File: config.mk
export PLATFORM = sky130hd
export DESIGN_NAME = rce_exc_unit
export DESIGN_NICKNAME = d
export VERILOG_FILES = /design/src/rtl/rce_pkg.sv /design/src/rtl/rce_exc_unit.sv /design/src/rtl/rce_conflict_chk.sv
export SDC_FILE = /design/constraint.sdc
export NUM_CORES = 1
export LEC_CHECK = 0
export BUFFER_PORTS_ARGS = -buffer_cell sky130_fd_sc_hd__buf_4
export CAP_MARGIN = 20
export CORE_MARGIN = 2
export CORE_UTILIZATION = 45
export CTS_BUF_LIST = sky130_fd_sc_hd__clkbuf_8
export DETAILED_ROUTE_END_ITERATION = 16
export PLACE_DENSITY = 0.71
export SLEW_MARGIN = 20
export SYNTH_ARGS = -nofsm -noshare
export SYNTH_HDL_FRONTEND = slang
export SYNTH_SLANG_ARGS = --single-unit
File: constraint.sdc
create_clock -name clock -period 3.1 [get_ports clock]
set_clock_uncertainty 0.1 [all_clocks]
set_input_delay 0.31 -clock clock [delete_from_list [all_inputs] [get_ports clock]]
set_output_delay 0.31 -clock clock [all_outputs]
set_load 0.01 [all_outputs]
File: src/rtl/rce_pkg.sv
// Package: constants of the resource conflict exception unit
package rce_pkg;

  // APB geometry
  localparam int ADDR_W = 8;
  localparam int DATA_W = 32;

  // Register byte offsets
  localparam logic [ADDR_W-1:0] OFF_TASK_STATE = 8'h00;
  localparam logic [ADDR_W-1:0] OFF_VECTOR_TABLE = 8'h04;
  localparam logic [ADDR_W-1:0] OFF_NMI_RETURN = 8'h08;
  localparam logic [ADDR_W-1:0] OFF_NMI_TASK_STATE = 8'h0c;
  localparam logic [ADDR_W-1:0] OFF_EXC_CAUSE = 8'h10;
  localparam logic [ADDR_W-1:0] OFF_EXC_FLAG = 8'h14;
  localparam logic [ADDR_W-1:0] OFF_EXC_CLEAR = 8'h18;
  localparam logic [ADDR_W-1:0] OFF_IRQ_STATUS = 8'h1c;
  localparam logic [ADDR_W-1:0] OFF_IRQ_MASK = 8'h20;

  // Task state fields
  localparam int TSR_GLOBAL_EXC_EN_BIT = 2;
  localparam int TSR_LOOP_ACTIVE_BIT = 9;
  localparam int TSR_INT_BLOCKED_BIT = 10;
  localparam int TSR_INT_CTX_BIT = 15;
  localparam int TSR_EXEC_MODE_LSB = 16;
  localparam int TSR_EXEC_MODE_W = 2;
  localparam logic [TSR_EXEC_MODE_W-1:0] EXEC_MODE_SUPERVISOR = 2'h0;

  // Exception flag and cause fields
  localparam int EFR_INTERNAL_EXC_BIT = 1;
  localparam int CAUSE_RES_CONFLICT_BIT = 6;

  // Interrupt service fetch packet address
  localparam logic [DATA_W-1:0] ISR_FETCH_MASK = 32'hffff_fe1f;
  localparam int ISR_NUM_LSB = 5;
  localparam int ISR_NUM_W = 4;

  // Interrupt status and mask layout
  localparam int IRQ_W = 2;
  localparam int IRQ_EXC_TAKEN_BIT = 0;
  localparam int IRQ_DRAIN_EXC_BIT = 1;

  // Reset values
  localparam logic [DATA_W-1:0] TASK_STATE_RST = 32'h0000_0000;
  localparam logic [DATA_W-1:0] VECTOR_TABLE_RST = 32'h0000_0000;
  localparam logic [DATA_W-1:0] NMI_RETURN_RST = 32'h0000_0000;
  localparam logic [DATA_W-1:0] NMI_TASK_STATE_RST = 32'h0000_0000;
  localparam logic [DATA_W-1:0] EXC_CAUSE_RST = 32'h0000_0000;
  localparam logic [DATA_W-1:0] EXC_FLAG_RST = 32'h0000_0000;
  localparam logic [IRQ_W-1:0] IRQ_RST = 2'h0;

endpackage : rce_pkg

File: src/rtl/rce_exc_unit.sv
// Resource conflict exception unit with APB registers and drain control
`timescale 1ns/1ps
//
// Contract
// - Exceptions are raised only while the global exception enable bit of the task state is 1.
// - During an interrupt drain every packet not yet in the first execute phase is annulled.
// - Apparent conflicts from packets annulled during a drain raise no exception.
// - An exception seen during a drain is taken at handler arrival, saving state at that point.
// - Such a saved task state shows interrupt context 1, loop 0, blocked 0 and mode 00.
// - Such a saved return pointer masked with 0xffff_fe1f equals the masked vector table pointer.
// - A resource conflict sets the resource conflict bit of the cause register.
// - An internal exception sets the internal exception flag of the flag register.
// - Writing 2 to the clear register clears the internal exception flag.
// - Two live writes to one register in one cycle raise a valid conflict, drain or not.
module rce_exc_unit
  import rce_pkg::*;
#(
  parameter int NW = 4,
  parameter int RW = 6,
  parameter int NP = 6,
  parameter int PW = 3
) (
  // Clock and reset
  input wire logic clock,
  input wire logic rst_n,
  // APB slave
  input wire logic psel,
  input wire logic penable,
  input wire logic pwrite,
  input wire logic [ADDR_W-1:0] paddr,
  input wire logic [DATA_W-1:0] pwdata,
  input wire logic [3:0] pstrb,
  output logic [DATA_W-1:0] prdata,
  output logic pready,
  output logic pslverr,
  // Interrupt sequencing
  input wire logic int_start,
  input wire logic [ISR_NUM_W-1:0] int_num,
  input wire logic drain_done,
  input wire logic [DATA_W-1:0] exc_pc,
  // Register writes landing this cycle
  input wire logic [NW-1:0] wr_valid,
  input wire logic [NW-1:0] wr_annul,
  input wire logic [NW*RW-1:0] wr_reg,
  input wire logic [NW-1:0] wr_pred_en,
  input wire logic [NW-1:0] wr_pred_neg,
  input wire logic [NW*PW-1:0] wr_pred_idx,
  // Predicate register writes
  input wire logic pw_valid,
  input wire logic pw_annul,
  input wire logic [PW-1:0] pw_idx,
  input wire logic pw_val,
  // Pipeline and CPU outputs
  output logic annul_pre_e1,
  output logic [NP-1:0] committed_pred,
  output logic exc_take,
  output logic irq
);

  typedef struct packed {
    // Software-visible registers
    logic [DATA_W-1:0] task_state_reg;
    logic [DATA_W-1:0] vtp;
    logic [DATA_W-1:0] nmi_return_pointer;
    logic [DATA_W-1:0] nmi_saved_task_state;
    logic [DATA_W-1:0] cause;
    logic [DATA_W-1:0] exception_flag_reg;
    // Interrupt status and mask
    logic [IRQ_W-1:0] ist;
    logic [IRQ_W-1:0] imask;
    // Pipeline tracking
    logic [NP-1:0] preds;
    logic [ISR_NUM_W-1:0] inum;
    logic draining;
    logic pend;
    logic take;
    // Registered outputs
    logic irq;
    logic [DATA_W-1:0] prdata;
    logic pready;
    logic pslverr;
  } rce_state_s;

  rce_state_s q;
  rce_state_s d;

  logic conflict;
  logic conflict_en;

  function automatic logic addr_mapped(input logic [ADDR_W-1:0] a);
    logic m;
    m = 1'b0;
    unique case (a)
      OFF_TASK_STATE: m = 1'b1;
      OFF_VECTOR_TABLE: m = 1'b1;
      OFF_NMI_RETURN: m = 1'b1;
      OFF_NMI_TASK_STATE: m = 1'b1;
      OFF_EXC_CAUSE: m = 1'b1;
      OFF_EXC_FLAG: m = 1'b1;
      OFF_EXC_CLEAR: m = 1'b1;
      OFF_IRQ_STATUS: m = 1'b1;
      OFF_IRQ_MASK: m = 1'b1;
      default: m = 1'b0;
    endcase
    addr_mapped = m;
  endfunction : addr_mapped

  function automatic logic [DATA_W-1:0] read_mux(input rce_state_s s,
                                                 input logic [ADDR_W-1:0] a);
    logic [DATA_W-1:0] r;
    r = '0;
    unique case (a)
      OFF_TASK_STATE: r = s.task_state_reg;
      OFF_VECTOR_TABLE: r = s.vtp;
      OFF_NMI_RETURN: r = s.nmi_return_pointer;
      OFF_NMI_TASK_STATE: r = s.nmi_saved_task_state;
      OFF_EXC_CAUSE: r = s.cause;
      OFF_EXC_FLAG: r = s.exception_flag_reg;
      OFF_IRQ_STATUS: r = DATA_W'(s.ist);
      OFF_IRQ_MASK: r = DATA_W'(s.imask);
      default: r = '0;
    endcase
    read_mux = r;
  endfunction : read_mux

  // Byte-lane merge of a write into a register
  function automatic logic [DATA_W-1:0] merge(input logic [DATA_W-1:0] old,
                                              input logic [DATA_W-1:0] wd,
                                              input logic [3:0] st);
    logic [DATA_W-1:0] r;
    r = old;
    for (int b = 0; b < 4; b++) begin
      if (st[b]) begin
        r[b*8 +: 8] = wd[b*8 +: 8];
      end
    end
    merge = r;
  endfunction : merge

  // Annulled writes never reach the conflict check
  rce_conflict_chk #(
    .NW(NW),
    .RW(RW),
    .NP(NP),
    .PW(PW)
  ) i_rce_conflict_chk (
    .wr_valid(wr_valid),
    .wr_annul(wr_annul),
    .wr_reg(wr_reg),
    .wr_pred_en(wr_pred_en),
    .wr_pred_neg(wr_pred_neg),
    .wr_pred_idx(wr_pred_idx),
    .pred_vals(q.preds),
    .conflict(conflict)
  );

  // Predicates come from q, so a same-cycle predicate write never feeds the check
  // Exceptions gated by the global enable
  assign conflict_en = conflict && q.task_state_reg[TSR_GLOBAL_EXC_EN_BIT];

  always_comb begin
    logic access;
    logic wr_fire;
    logic [DATA_W-1:0] wd;
    logic [DATA_W-1:0] efr_clr;
    logic [DATA_W-1:0] cause_clr;
    logic [IRQ_W-1:0] ist_clr;
    logic [IRQ_W-1:0] ist_set;
    logic take_now;
    logic take_drain;
    logic [DATA_W-1:0] nmi_saved_task_state_drain;
    access = 1'b0;
    wr_fire = 1'b0;
    wd = '0;
    efr_clr = '0;
    cause_clr = '0;
    ist_clr = '0;
    ist_set = '0;
    take_now = 1'b0;
    take_drain = 1'b0;
    nmi_saved_task_state_drain = '0;
    d = q;

    // APB: one wait state, pready from a flop
    access = psel && penable;
    wd = merge('0, pwdata, pstrb);
    if (access && !q.pready) begin
      d.pready = 1'b1;
      d.pslverr = !addr_mapped(paddr);
      d.prdata = pwrite ? '0 : read_mux(q, paddr);
    end else begin
      d.pready = 1'b0;
      d.pslverr = 1'b0;
      d.prdata = '0;
    end
    // Commit only at the edge where pready is sampled high
    wr_fire = access && q.pready && pwrite && !q.pslverr;

    if (wr_fire) begin
      unique case (paddr)
        OFF_TASK_STATE: d.task_state_reg = merge(q.task_state_reg, pwdata, pstrb);
        OFF_VECTOR_TABLE: d.vtp = merge(q.vtp, pwdata, pstrb);
        OFF_EXC_CAUSE: cause_clr = wd;
        OFF_EXC_CLEAR: efr_clr = wd;
        OFF_IRQ_STATUS: ist_clr = wd[IRQ_W-1:0];
        OFF_IRQ_MASK: d.imask = wd[IRQ_W-1:0];
        default: d.prdata = d.prdata;
      endcase
    end

    // Committed predicate file ignores annulled packets
    if (pw_valid && !pw_annul && (pw_idx < PW'(NP))) begin
      d.preds[pw_idx] = pw_val;
    end

    // Drain sequencing
    if (q.draining) begin
      if (drain_done) begin
        d.draining = 1'b0;
        d.pend = 1'b0;
        take_drain = q.pend || conflict_en;
      end else if (conflict_en) begin
        d.pend = 1'b1; // Deferred until handler arrival
      end
    end else if (int_start) begin
      d.draining = 1'b1;
      d.pend = conflict_en;
      d.inum = int_num;
    end else begin
      take_now = conflict_en;
    end

    // Saved state at handler arrival
    nmi_saved_task_state_drain = q.task_state_reg;
    nmi_saved_task_state_drain[TSR_INT_CTX_BIT] = 1'b1;
    nmi_saved_task_state_drain[TSR_LOOP_ACTIVE_BIT] = 1'b0;
    nmi_saved_task_state_drain[TSR_INT_BLOCKED_BIT] = 1'b0;
    nmi_saved_task_state_drain[TSR_EXEC_MODE_LSB +: TSR_EXEC_MODE_W] = EXEC_MODE_SUPERVISOR;

    if (take_drain) begin
      // Service fetch packet address
      d.nmi_return_pointer = (q.vtp & ISR_FETCH_MASK) | (DATA_W'(q.inum) << ISR_NUM_LSB);
      d.nmi_saved_task_state = nmi_saved_task_state_drain;
      ist_set[IRQ_DRAIN_EXC_BIT] = 1'b1;
    end else if (take_now) begin
      d.nmi_return_pointer = exc_pc;
      d.nmi_saved_task_state = q.task_state_reg;
    end

    // Sticky flags: set wins over a same-cycle clear
    d.take = take_drain || take_now;
    if (d.take) begin
      ist_set[IRQ_EXC_TAKEN_BIT] = 1'b1;
    end
    d.exception_flag_reg = q.exception_flag_reg & ~efr_clr;
    d.cause = q.cause & ~cause_clr;
    if (d.take) begin
      d.exception_flag_reg[EFR_INTERNAL_EXC_BIT] = 1'b1;
      d.cause[CAUSE_RES_CONFLICT_BIT] = 1'b1;
    end
    d.ist = (q.ist & ~ist_clr) | ist_set;
    // From d so irq rises with the status bit, not a cycle later
    d.irq = |(d.ist & d.imask);
  end

  always_ff @(posedge clock) begin
    if (!rst_n) begin
      q.task_state_reg <= TASK_STATE_RST;
      q.vtp <= VECTOR_TABLE_RST;
      q.nmi_return_pointer <= NMI_RETURN_RST;
      q.nmi_saved_task_state <= NMI_TASK_STATE_RST;
      q.cause <= EXC_CAUSE_RST;
      q.exception_flag_reg <= EXC_FLAG_RST;
      q.ist <= IRQ_RST;
      q.imask <= IRQ_RST;
      q.preds <= '0;
      q.inum <= '0;
      q.draining <= 1'b0;
      q.pend <= 1'b0;
      q.take <= 1'b0;
      q.irq <= 1'b0;
      q.prdata <= '0;
      q.pready <= 1'b0;
      q.pslverr <= 1'b0;
    end else begin
      q <= d;
    end
  end

  // Outputs straight from the state flops
  assign prdata = q.prdata;
  assign pready = q.pready;
  assign pslverr = q.pslverr;
  assign annul_pre_e1 = q.draining;
  assign committed_pred = q.preds;
  assign exc_take = q.take;
  assign irq = q.irq;

endmodule : rce_exc_unit

File: src/rtl/rce_conflict_chk.sv
// Combinational same-cycle register write conflict detector
`timescale 1ns/1ps
module rce_conflict_chk
  import rce_pkg::*;
#(
  parameter int NW = 4,
  parameter int RW = 6,
  parameter int NP = 6,
  parameter int PW = 3
) (
  // Writes landing this cycle
  input wire logic [NW-1:0] wr_valid,
  input wire logic [NW-1:0] wr_annul,
  input wire logic [NW*RW-1:0] wr_reg,
  // Predicate of each write
  input wire logic [NW-1:0] wr_pred_en,
  input wire logic [NW-1:0] wr_pred_neg,
  input wire logic [NW*PW-1:0] wr_pred_idx,
  // Committed predicate values
  input wire logic [NP-1:0] pred_vals,
  // Result
  output logic conflict
);

  function automatic logic pred_pass(input logic en, input logic neg,
                                     input logic [PW-1:0] idx,
                                     input logic [NP-1:0] vals);
    logic v;
    v = (idx < PW'(NP)) ? vals[idx] : 1'b0;
    pred_pass = !en || (v ^ neg);
  endfunction : pred_pass

  logic [NW-1:0] eff;
  logic [NW*NW-1:0] hit;

  genvar i, j;
  generate
    for (i = 0; i < NW; i++) begin : g_eff
      // Annulled packets and committed-only predicates
      assign eff[i] = wr_valid[i] && !wr_annul[i] &&
                      pred_pass(wr_pred_en[i], wr_pred_neg[i],
                                wr_pred_idx[i*PW +: PW], pred_vals);
      for (j = 0; j < NW; j++) begin : g_pair
        if (j > i) begin : g_cmp
          // Two live writes to one register in one cycle
          assign hit[i*NW+j] = eff[i] && eff[j] &&
                               (wr_reg[i*RW +: RW] == wr_reg[j*RW +: RW]);
        end else begin : g_none
          assign hit[i*NW+j] = 1'b0;
        end
      end
    end
  endgenerate

  assign conflict = |hit;

endmodule : rce_conflict_chk

[Yosys cells after proc, flatten, opt, wreduce, memory -nomap -nowiden]
Cells that the tools add are included.
Storage, ports and cells
  logic and storage cells: 178
  output and inout port bits: 43
  register bits after elaboration: 244
  input bits: 145
Cells by class
  bitwise operators: 16
  order comparisons: 11
  reductions and logical operators: 66
  multiplexer cells: 46
  equality and inequality tests: 15
Operators with widths (count)
  32-bit one-hot mux with 8 select lines: 1
  32-bit 2-to-1 mux: 4
  64-bit 2-to-1 mux: 2
  32-bit AND: 2
  32-bit NOT: 2
  6-bit == test: 6
  8-bit by 5-bit == test with 1-bit output, second input constant: 4
  8-bit 2-to-1 mux: 4
  32-bit by 9-bit bitwise OR with 32-bit output: 1
  1-bit logical AND: 29
  3-bit AND reduction: 8
  1-bit 2-to-1 mux: 22
  3-bit by 4-bit < comparator with 1-bit output, second input constant: 5
  8-bit by 4-bit == test with 1-bit output, second input constant: 2
  3-bit < comparator, second input constant: 5
  2-bit 2-to-1 mux: 7
  1-bit binary-select mux with 3-bit select: 4
  1-bit zero test: 12
  9-bit OR reduction: 1
  8-bit by 3-bit == test with 1-bit output, second input constant: 1
  8-bit by 6-bit == test with 1-bit output, second input constant: 1
  8-bit zero test: 1
  6-bit bitwise mux: 1
  1-bit logical OR: 6
  other kinds (13): 23

[Logic depth before layout (Yosys ltp)]
Gate-level depths: netlist (run 1).
  depth after elaboration: 18
  mapped depth: 10
  mapped depth without buffers: 8

[Cells and area by module]
From an unflattened synthesis (run 1), not the netlist that was laid out.
Second synthesis, totals
  cell total of the unflattened synthesis: 1347
  area total of the unflattened synthesis: 11005.6 um2
Modules (own cells, without submodules)
  rce_exc_unit: cells each 1255, area each 10253.6 um2, instances 1
  rce_conflict_chk: cells each 92, area each 752.0 um2, instances 1

[Worst setup path before layout (run 1)]
Ideal clock, no wire load.
  path kind: register to register
  from: register q, in the netlist committed_pred[4]
  to: register q[165] in the netlist's numbering
  setup slack: 398 ps
  arrival time: 2470 ps
  clock period less this slack: 2702 ps
  cell stages (with the launch flop): 11
  cells stage by stage: dfxtp_1 mux2_1 a222oi_1 xnor2_1 o211ai_1 a31oi_1 o311ai_2 buf_4 buf_6 mux2i_1 a21oi_1
Between the ends
  longest elaborated chain between the ends: 14
Ends and longest elaborated chain
  from (decl): line rce_exc_unit.sv:84  | rce_state_s q;
  1-bit binary-select mux with 3-bit select: line rce_conflict_chk.sv:29  | v = (idx < PW'(NP)) ? vals[idx] : 1'b0;
  1-bit 2-to-1 mux (not written as such): line rce_conflict_chk.sv:29
  1-bit 2-to-1 mux: line rce_conflict_chk.sv:29
  1-bit bitwise XOR: line rce_conflict_chk.sv:30  | pred_pass = !en || (v ^ neg);
  1-bit logical OR: line rce_conflict_chk.sv:30
  1-bit logical AND: line rce_conflict_chk.sv:40  | assign eff[i] = wr_valid[i] && !wr_annul[i] &&
  1-bit logical AND (2 in series): line rce_conflict_chk.sv:46  | assign hit[i*NW+j] = eff[i] && eff[j] &&
  6-bit OR reduction *: line rce_conflict_chk.sv:55  | assign conflict = |hit;
  1-bit logical AND *: line rce_exc_unit.sv:159  | assign conflict_en = conflict && q.task_state_reg[TSR_GLOBAL_EXC_EN_BIT];
  1-bit logical OR: line rce_exc_unit.sv:221  | take_drain = q.pend || conflict_en;
  1-bit 2-to-1 mux: line rce_exc_unit.sv:218  | if (drain_done) begin
  1-bit 2-to-1 mux: line rce_exc_unit.sv:217  | if (q.draining) begin
  64-bit 2-to-1 mux / 2-bit nonzero test (equally long branches)
Mark *: on every way between the ends. The rest lies on a longest branch, timed or not. The select of a mux whose other input is x is not followed.
A chain may end at the register's enable or synchronous reset.

[Final worst setup path (run 1)]
  from: register q, in the netlist committed_pred[4]
  to: register q[129] in the netlist's numbering
Same word-level chain as after synthesis.

==> results of run 1 <==
[stage by stage]
step / power (mW) / instance area [um2] / instances / setup WS (ns) / utilization (%)
floorplan: 3.36 / 10700 / 1143 / 0.398 / -
global placement: 3.59 / 12200 / 1581 / 0.0846 / 52.3
detailed placement: 3.59 / 12200 / 1581 / 0.0309 / 52.3
CTS: 6.54 / 13800 / 1727 / 0.0772 / 59.0
global route: 6.74 / 13900 / 1733 / -0.00307 / 59.5
finish: 6.49 / 13900 / 1733 / 0.140 / 59.5
[cells by family (layout without fill, tap and decap cells)]
group | count (synthesis) | after routing | synth area share, %
flip-flops | 244 | 244 | 45.8
buffers and inverters | 109 | 380 | 5.63
AND/OR/NAND/NOR | 312 | 312 | 14.0
XOR/XNOR | 40 | 40 | 3.28
AO/OA/AOI/OAI | 294 | 294 | 17.6
multiplexers | 144 | 144 | 13.7
[metal layers]
| metal | wire, um | part of all wire (%) | vias up |
|---|---|---|---|
| li1 | - | - | 4512 |
| met1 | 13300 | 44 | 4397 |
| met2 | 14700 | 48 | 311 |
| met3 | 1860 | 6.1 | 57 |
| met4 | 636 | 2.1 | 0 |
| met5 | 0 | 0 | - |
[layout make-up]
type | count | area [um2] | area share (%)
flip-flops and latches | 244 | 4890 | 35.1
inverters | 8 | 30.0 | 0.216
clock buffers | 53 | 729 | 5.24
multi-input cells | 790 | 5220 | 37.5
clock inverters | 20 | 114 | 0.818
repair buffers | 299 | 2530 | 18.2
well taps | 319 | 399 | 2.87
[state kept, by name (all words and copies together) (netlist names)]
register,cells
pready,1
pslverr,1
exc_take,1
irq,1
committed_pred,6
prdata,32
q,201
annul_pre_e1,1
[path summary, 6_finish.rpt]
check | from | slack [ns] | depth (start not counted) | endpoint
setup / recovery | committed_pred[4] | 0.14 | 9 | q[129]
hold reg to reg | q[63] | 0.33 | 2 | q[63]
setup reg to reg | committed_pred[4] | 0.14 | 9 | q[129]
hold / removal | pw_idx[2] | 0.08 | 4 | committed_pred[3]
[power by group through the flow]
stage	Sequential, mW	Clock [mW]	Combinational, mW
finish	3.15	2.89	0.455
global route	3.15	3.10	0.491
CTS	3.15	2.94	0.452
detailed placement	3.22	0	0.373
global placement	3.22	0	0.371
floorplan	3.22	0	0.144
[critical path, delay by kind of cell, from the launching register on]
kind | cells | cell delay, ns
AO/OA/AOI/OAI | 3 | 1.08
multiplexers | 2 | 0.51
AND/OR/NAND/NOR | 2 | 0.42
flip-flops | 1 | 0.37
XOR/XNOR | 1 | 0.19
buffers and inverters | 1 | 0.19
[timing repair]
| action | 4_1_cts | 5_1_grt |
|---|---|---|
| gates resized for setup | 0 | 8 |
| endpoints found under the setup margin | 0 | 70 |
| hold endpoints to repair | 172 | 0 |
| hold buffers | 73 | 0 |
| setup buffers | 0 | 3 |
[Yosys cell counts, types with 6 or more instances]
master / instances
nand4_1: 6
buf_4: 40
xnor2_1: 28
mux2_2: 6
nor3_1: 9
mux2i_1: 134
nand2b_1: 7
a21oi_1: 96
nor2b_1: 81
o21ai_0: 38
nor2_1: 35
nand2_1: 150
dfxtp_1: 244
inv_1: 8
xor2_1: 12
a22oi_1: 94
a31oi_1: 34
a21boi_0: 9
clkbuf_1: 53
==> results_dict.tcl, run 1 <==
set metrics [dict create \
    ant_nets 0 \
    grtUsageMet3_pct 3.59 \
    io_pins 188 \
    ys_top_cells_by_area "dfxtp_1, mux2i_1, a22oi_1" \
    p_leak_nw 5.51 \
    synthToLayoutAreaGrowth_pct 30.4 \
    core_region_area_um2 23400 \
    critPathKind "flop to flop" \
    synth-edff-count 0 \
    crit_path_cell_trace "mux2_1 -> a222oi_1 -> xnor2_1 -> o21ba_2 -> and3_1 -> o41ai_4 -> and2_4 -> buf_12 -> mux2i_1" \
    layout_commonest_cell "dfxtp_1" \
    tightestPinTransition_ns 1.09 \
    cp.arrival_ns 3.31 \
    antenna_found_initial 0 \
    vias 9277 \
    dieHeight_um 158 \
    tns_ns 0 \
    routed_wl_mm 30.5 \
    ir_drop_uv 308 \
    clk_pin_slew_worst_paths_ns 0.06 \
    comb_power_share_pct 7.0 \
    grt_first_pass_wirelength_mm 46.6 \
    die_area_um2 25000 \
    nets 1529 \
    ys_seq_elements 244 \
    start_kind "flop" \
    nFillCells 2063 \
    relSlewSlack_pct 27.5 \
    grt_remaining_overflow 0 \
    finalCritPeriodShare_pct 95.5 \
    place_congestion 0.852 \
    yosysTopAreaCell "dfxtp_1" \
    min_path_type "primary input to flop" \
    row_count 56 \
    avgSynthCellArea_um2 9.33 \
    layout_common_cells "dfxtp_1, buf_4, nand2_1, mux2i_1, a21oi_1" \
    first_pass_iters 5 \
    end_kind "flop" \
    switching_share_pct 22.7 \
    netlist_instances 1143 \
    finalSetupViolations 0 \
    async_flop_share_pct 0 \
    cts_made_buffers 41 \
    required_ns 3.45 \
    vias_per_cell 5.35 \
    use_met2_pct 39.9 \
    dp_hpwl_mm 19.1 \
    synth.distinct_cells 50 \
    synth.top_cell.area_share_pct 45.8 \
    critPathSlowestCell "a222oi_1" \
    drt_iter0_markers 603 \
    yosys_warnings 0 \
    clk_path_buf_depth 3 \
    grt-busiest-layer "met2" \
    drc_errors 0 \
    dieWidth_um 158 \
    root_buffer "clkbuf_8" \
    routedWlPerCell_um 17.6 \
    grt_pass1_vias 8979 \
    seq_area_frac_synth_pct 45.8 \
    start_util_pct 45.6 \
    status "complete, no violations" \
    crit_fanout 17 \
    synth_top_flop_cell "dfxtp_1" \
    period_minus_slack_ns 2.96 \
    seqPwrFrac_pct 48.5 \
    cts_sinks 244 \
    fmax_mhz 338 \
    max_cap_viol_count 0 \
    power.switching_mw 1.47 \
    use_met1_pct 30.7 \
    diodes 0 \
    finalMaxSlewViolations 0 \
    final_layout_size_suffix_gt1_share_pct 21.7 \
    io_buffers 187 \
    p_int_mw 5.01 \
    powerDensity_nw_per_um2 466 \
    hold_viol_final 0 \
    worstSkewPairLatency_ns 0.53 \
    max_stage_delay_ns 0.42 \
    clkPwrFrac_pct 44.5 \
    netlist_area_um2 10700 \
    h-tree-depth 2 \
    fin_hold_ws_ns 0.0837 \
    grtUsageTotal_pct 23.5 \
    grt_max_degree 122 \
    synth_fp_nets 1288 \
    cts_tree "yes" \
]
Note: power is estimated with default switching activity, not from simulation.
==> inputs of run 2 (changes only) <==
HOLD_SLACK_MARGIN = 0.12   (was not set)
==> run 2 against run 1 <==
Net effect:
- first-iteration DRC count grew 4.6%
- flip-flop and latch count is the same
- power grew 0.18%
- register-to-register slack is essentially flat
- final cell count grew 0.81%
- utilization grew 0.60 points
- sequential share of layout area shrank 0.35 points
- critical path type unchanged
==> results_dict.tcl, run 2 (same netlist as run 1, synthesis figures left out) <==
set metrics [dict create \
    cts_tree "yes" \
    grt_remaining_overflow 0 \
    dp_hpwl_mm 19.1 \
    grtUsageTotal_pct 23.6 \
    clk_path_buf_depth 3 \
    r2r-end "q[129]" \
    crit_fanout 17 \
    reg2reg_depth 9 \
    r2r_start "committed_pred[4]" \
    cts_sinks 244 \
    synthToLayoutAreaGrowth_pct 31.8 \
    drc_errors 0 \
    comb_power_share_pct 7.2 \
    critPathKind "flop to flop" \
    p_int_mw 5.02 \
    power.switching_mw 1.48 \
    nets 1543 \
    vias_per_cell 5.37 \
    h-tree-depth 2 \
    worst_slack_ns 0.149 \
    root_buffer "clkbuf_8" \
    hold_viol_final 0 \
    drt_iter0_markers 631 \
    routedWlPerCell_um 17.6 \
    seqPwrFrac_pct 48.4 \
    dieHeight_um 158 \
    finalMaxSlewViolations 0 \
    diodes 0 \
    ir_drop_uv 307 \
    core_region_area_um2 23400 \
    antenna_found_initial 0 \
    multi_input_area_um2 5220 \
    final_cell_count_no_fill 1747 \
    clk_pin_slew_worst_paths_ns 0.06 \
    max_cap_viol_count 0 \
    dp_cells 1581 \
    switching_share_pct 22.7 \
    io_pins 188 \
    clkPwrFrac_pct 44.4 \
    place_ws_ns 0.0309 \
    regMostFlops "q" \
    dieWidth_um 158 \
    first_pass_iters 5 \
    ant_nets 0 \
    startpoint "committed_pred[4]" \
    p_leak_nw 5.57 \
    register_area_um2 4890 \
    grt_pass1_vias 9094 \
    crit_end "q[129]" \
    finalCritPeriodShare_pct 95.2 \
    grt_first_pass_wirelength_mm 46.9 \
    relSlewSlack_pct 26.5 \
    utilization_pct 60.1 \
    start_kind "flop" \
    powerDensity_nw_per_um2 462 \
    end_kind "flop" \
    required_ns 3.45 \
    fmax_mhz 339 \
    cp.arrival_ns 3.30 \
    period_minus_slack_ns 2.95 \
    tightestPinTransition_ns 1.10 \
    min_path_type "primary input to flop" \
    row_count 56 \
    grt_max_degree 122 \
    vias 9374 \
    start_util_pct 45.6 \
    routed_wl_mm 30.8 \
    io_buffers 187 \
    die_area_um2 25000 \
    finalSetupViolations 0 \
    place_congestion 0.852 \
    layout_commonest_cell "dfxtp_1" \
    worstSkewPairLatency_ns 0.53 \
    largest_register_ffs 201 \
    layout_common_cells "dfxtp_1, buf_4, nand2_1, mux2i_1, a21oi_1" \
    status "complete, no violations" \
    final_layout_size_suffix_gt1_share_pct 21.5 \
    cts_made_buffers 41 \
    regToRegSetupSlack_ns 0.15 \
    nFillCells 2053 \
]
## run 2: what timing repair did
action,CTS,global route
hold endpoints to repair,178,0
buffers inserted,0,3
hold buffers,87,0
gates resized for setup,0,8
setup endpoints to repair,0,70
## run 2: worst min-delay path by stage
stage | start | to | depth (start not counted)
after global routing | pw_annul | committed_pred[1] | 6
after floorplan | pwdata[16] | q[100] | 1
after CTS | pw_annul | committed_pred[3] | 6
after detailed placement | q[85] | q[85] | 2
final | pw_annul | committed_pred[3] | 6
after global placement | q[115] | q[115] | 2
## run 2: power by group through the flow
| stage | combinational [mW] | sequential (mW) | clock (mW) |
|---|---|---|---|
| floorplan | 0.144 | 3.22 | 0 |
| global placement | 0.371 | 3.22 | 0 |
| detailed placement | 0.373 | 3.22 | 0 |
| CTS | 0.464 | 3.15 | 2.94 |
| global route | 0.505 | 3.15 | 3.10 |
| finish | 0.469 | 3.15 | 2.88 |
## run 2: metal layers
layer | vias to the layer above | GRT usage (%) | part of all wire [%]
met2 | 333 | 40.0 | 48
li1 | 4543 | - | -
met5 | - | 0 | 0
met4 | 0 | 8.07 | 2.4
met1 | 4438 | 30.7 | 43
met3 | 60 | 3.75 | 6.4
## run 2: worst max-delay path, stage by stage, from the launching register on
cell and delay (ns):
dfxtp_1 0.36, mux2_1 0.31, a222oi_1 0.42, xnor2_1 0.19, o21ba_2 0.24, and3_1 0.17, o41ai_4 0.42, and2_4 0.25
buf_12 0.19, mux2i_1 0.20
## run 2: final cells by class
type / instances / area share, %
Tap cell: 319 / 2.84
Clock inverter: 20 / 0.810
Clock buffer: 53 / 5.19
Timing Repair Buffer: 313 / 19.0
Multi-Input combinational cell: 790 / 37.2
Inverter: 8 / 0.214
Sequential cell: 244 / 34.8
## run 2: metrics by stage
step	total power, mW	setup TNS [ns]	hold slack (ns)	cell area (um2)
2_1_floorplan	3.36	0	0.297	10700
5_1_grt	6.75	-0.00581	0.203	14100
6_report	6.50	0	0.190	14100
4_1_cts	6.56	0	0.165	13900
3_3_place_gp	3.59	0	0.317	12200
3_5_place_dp	3.59	0	0.322	12200
==> inputs of run 3 (changes only) <==
CORE_ASPECT_RATIO = 1.4   (was not set)
==> run 3 against run 2 <==
Net effect:
- worst hold slack better by 0.025 ns
- non-clock buffer count is 6 lower
- wire length down 0.88%
- highest routed layer unchanged
- maximum frequency up 0.23%
- design area is 1.6% lower
- setup slack better by 0.0069 ns
==> results_dict.tcl, run 3 (same netlist as run 1, synthesis figures left out) <==
set metrics [dict create \
    tightestPinTransition_ns 0.915 \
    drc_errors 0 \
    first_pass_iters 5 \
    root_buffer "clkbuf_8" \
    place_congestion 0.909 \
    status "complete, no violations" \
    fmax_mhz 340 \
    max_cap_viol_count 0 \
    core_region_area_um2 23300 \
    p_leak_nw 5.47 \
    clk_pin_slew_worst_paths_ns 0.07 \
    layout_common_cells "dfxtp_1, buf_4, nand2_1, mux2i_1, a21oi_1" \
    whs_path_depth 4 \
    period_minus_slack_ns 2.94 \
    startpoint "committed_pred[4]" \
    finalSetupViolations 0 \
    routed_wl_mm 30.5 \
    die_area_um2 25000 \
    cp.arrival_ns 3.27 \
    worstSkewPairLatency_ns 0.51 \
    dieHeight_um 186 \
    io_buffers 187 \
    grtUsageMet3_pct 3.17 \
    tns_ns 0 \
    required_ns 3.43 \
    layout_commonest_cell "dfxtp_1" \
    row_count 66 \
    cts_made_buffers 36 \
    diodes 0 \
    start_util_pct 45.8 \
    final_layout_size_suffix_gt1_share_pct 21.0 \
    critPathKind "flop to flop" \
    clk_path_buf_depth 3 \
    cts_tree "yes" \
    dp_hpwl_mm 19.4 \
    end_kind "flop" \
    nets 1532 \
    rsz0062_at_grt "no" \
    drt_iter0_markers 548 \
    start_kind "flop" \
    powerDensity_nw_per_um2 450 \
    use_met1_pct 28.1 \
    grt_pass1_vias 9261 \
    min_path_type "primary input to flop" \
    hold_viol_final 0 \
    regToRegSetupSlack_ns 0.16 \
    dp_cells 1571 \
    min_from "int_start" \
    antenna_found_initial 0 \
    routedWlPerCell_um 17.8 \
    vias 9366 \
    place_ws_ns 0.00639 \
    grt-busiest-layer "met2" \
    vias_per_cell 5.45 \
    synthToLayoutAreaGrowth_pct 29.7 \
    ant_nets 0 \
    crit_end "q[138]" \
    grtUsageTotal_pct 23.8 \
    fin_hold_ws_ns 0.215 \
    r2r_start "committed_pred[4]" \
    h-tree-depth 2 \
    grt_max_degree 233 \
    ir_drop_uv 336 \
    utilization_pct 59.4 \
    finalMaxSlewViolations 0 \
    crit_fanout 22 \
    postLayoutCellArea_um2 13800 \
    dpl_cell_area_um2 12200 \
    grt_first_pass_wirelength_mm 47.7 \
    regMostFlops "q" \
    r2r-end "q[138]" \
    p_total_mw 6.23 \
    cts_sinks 244 \
    io_pins 188 \
    use_met2_pct 44.6 \
    dieWidth_um 134 \
    grt_remaining_overflow 0 \
    final_cell_count_no_fill 1717 \
    largest_register_ffs 201 \
    reg2reg_depth 9 \
    worst_slack_ns 0.156 \
    relSlewSlack_pct 39.0 \
    finalCritPeriodShare_pct 95.0 \
]
==> run 3: cell count changes in the layout (fill, tap and decap cells not counted), moves of 2 or more <==
cell | before | now
buf_4 | 218 | 216
buf_6 | 1 | 3
clkbuf_16 | 3 | 0
clkbuf_8 | 53 | 50
dlygate4sd3_1 | 87 | 83
inv_1 | 22 | 18
==> run 3: critical path: stages, from the launching register on <==
cell and delay [ns]:
dfxtp_1 0.37, mux2_1 0.31, a222oi_1 0.36, xnor2_1 0.20
o21a_1 0.21, and3_1 0.19, o41ai_4 0.45, and2_4 0.26
buf_12 0.20, mux2i_1 0.20
==> run 3: worst min path at each step <==
stage | to | slack, ns
final | q[36] | 0.21
after global routing | pslverr | 0.23
after CTS | q[36] | 0.20
after detailed placement | q[88] | 0.32
after global placement | q[78] | 0.32
after floorplan | q[100] | 0.30
==> run 3: cell type report <==
cell class	count	area, um2
Fill cell	2083	9450
Tap cell	306	383
Timing Repair Buffer	307	2590
Clock inverter	12	47.5
Multi-Input combinational cell	790	5220
Inverter	8	30.0
Sequential cell	244	4880
Clock buffer	50	688
==> run 3: what timing repair did <==
item,CTS,global route
endpoints found under the setup margin,0,66
hold endpoints to repair,175,0
setup buffers,0,1
resized for setup,0,5
hold buffers,83,0
==> run 3: report_power, final <==
part	leakage, nW	internal [mW]	switching [mW]
clock network	0.421	1.43	1.18
logic	3.08	0.265	0.208
registers	1.97	3.14	0.00597
==> run 3: metal layers <==
layer,vias up,wire [um]
met5,-,0
met2,302,15500
li1,4509,-
met1,4501,12600
met4,0,744
met3,54,1690
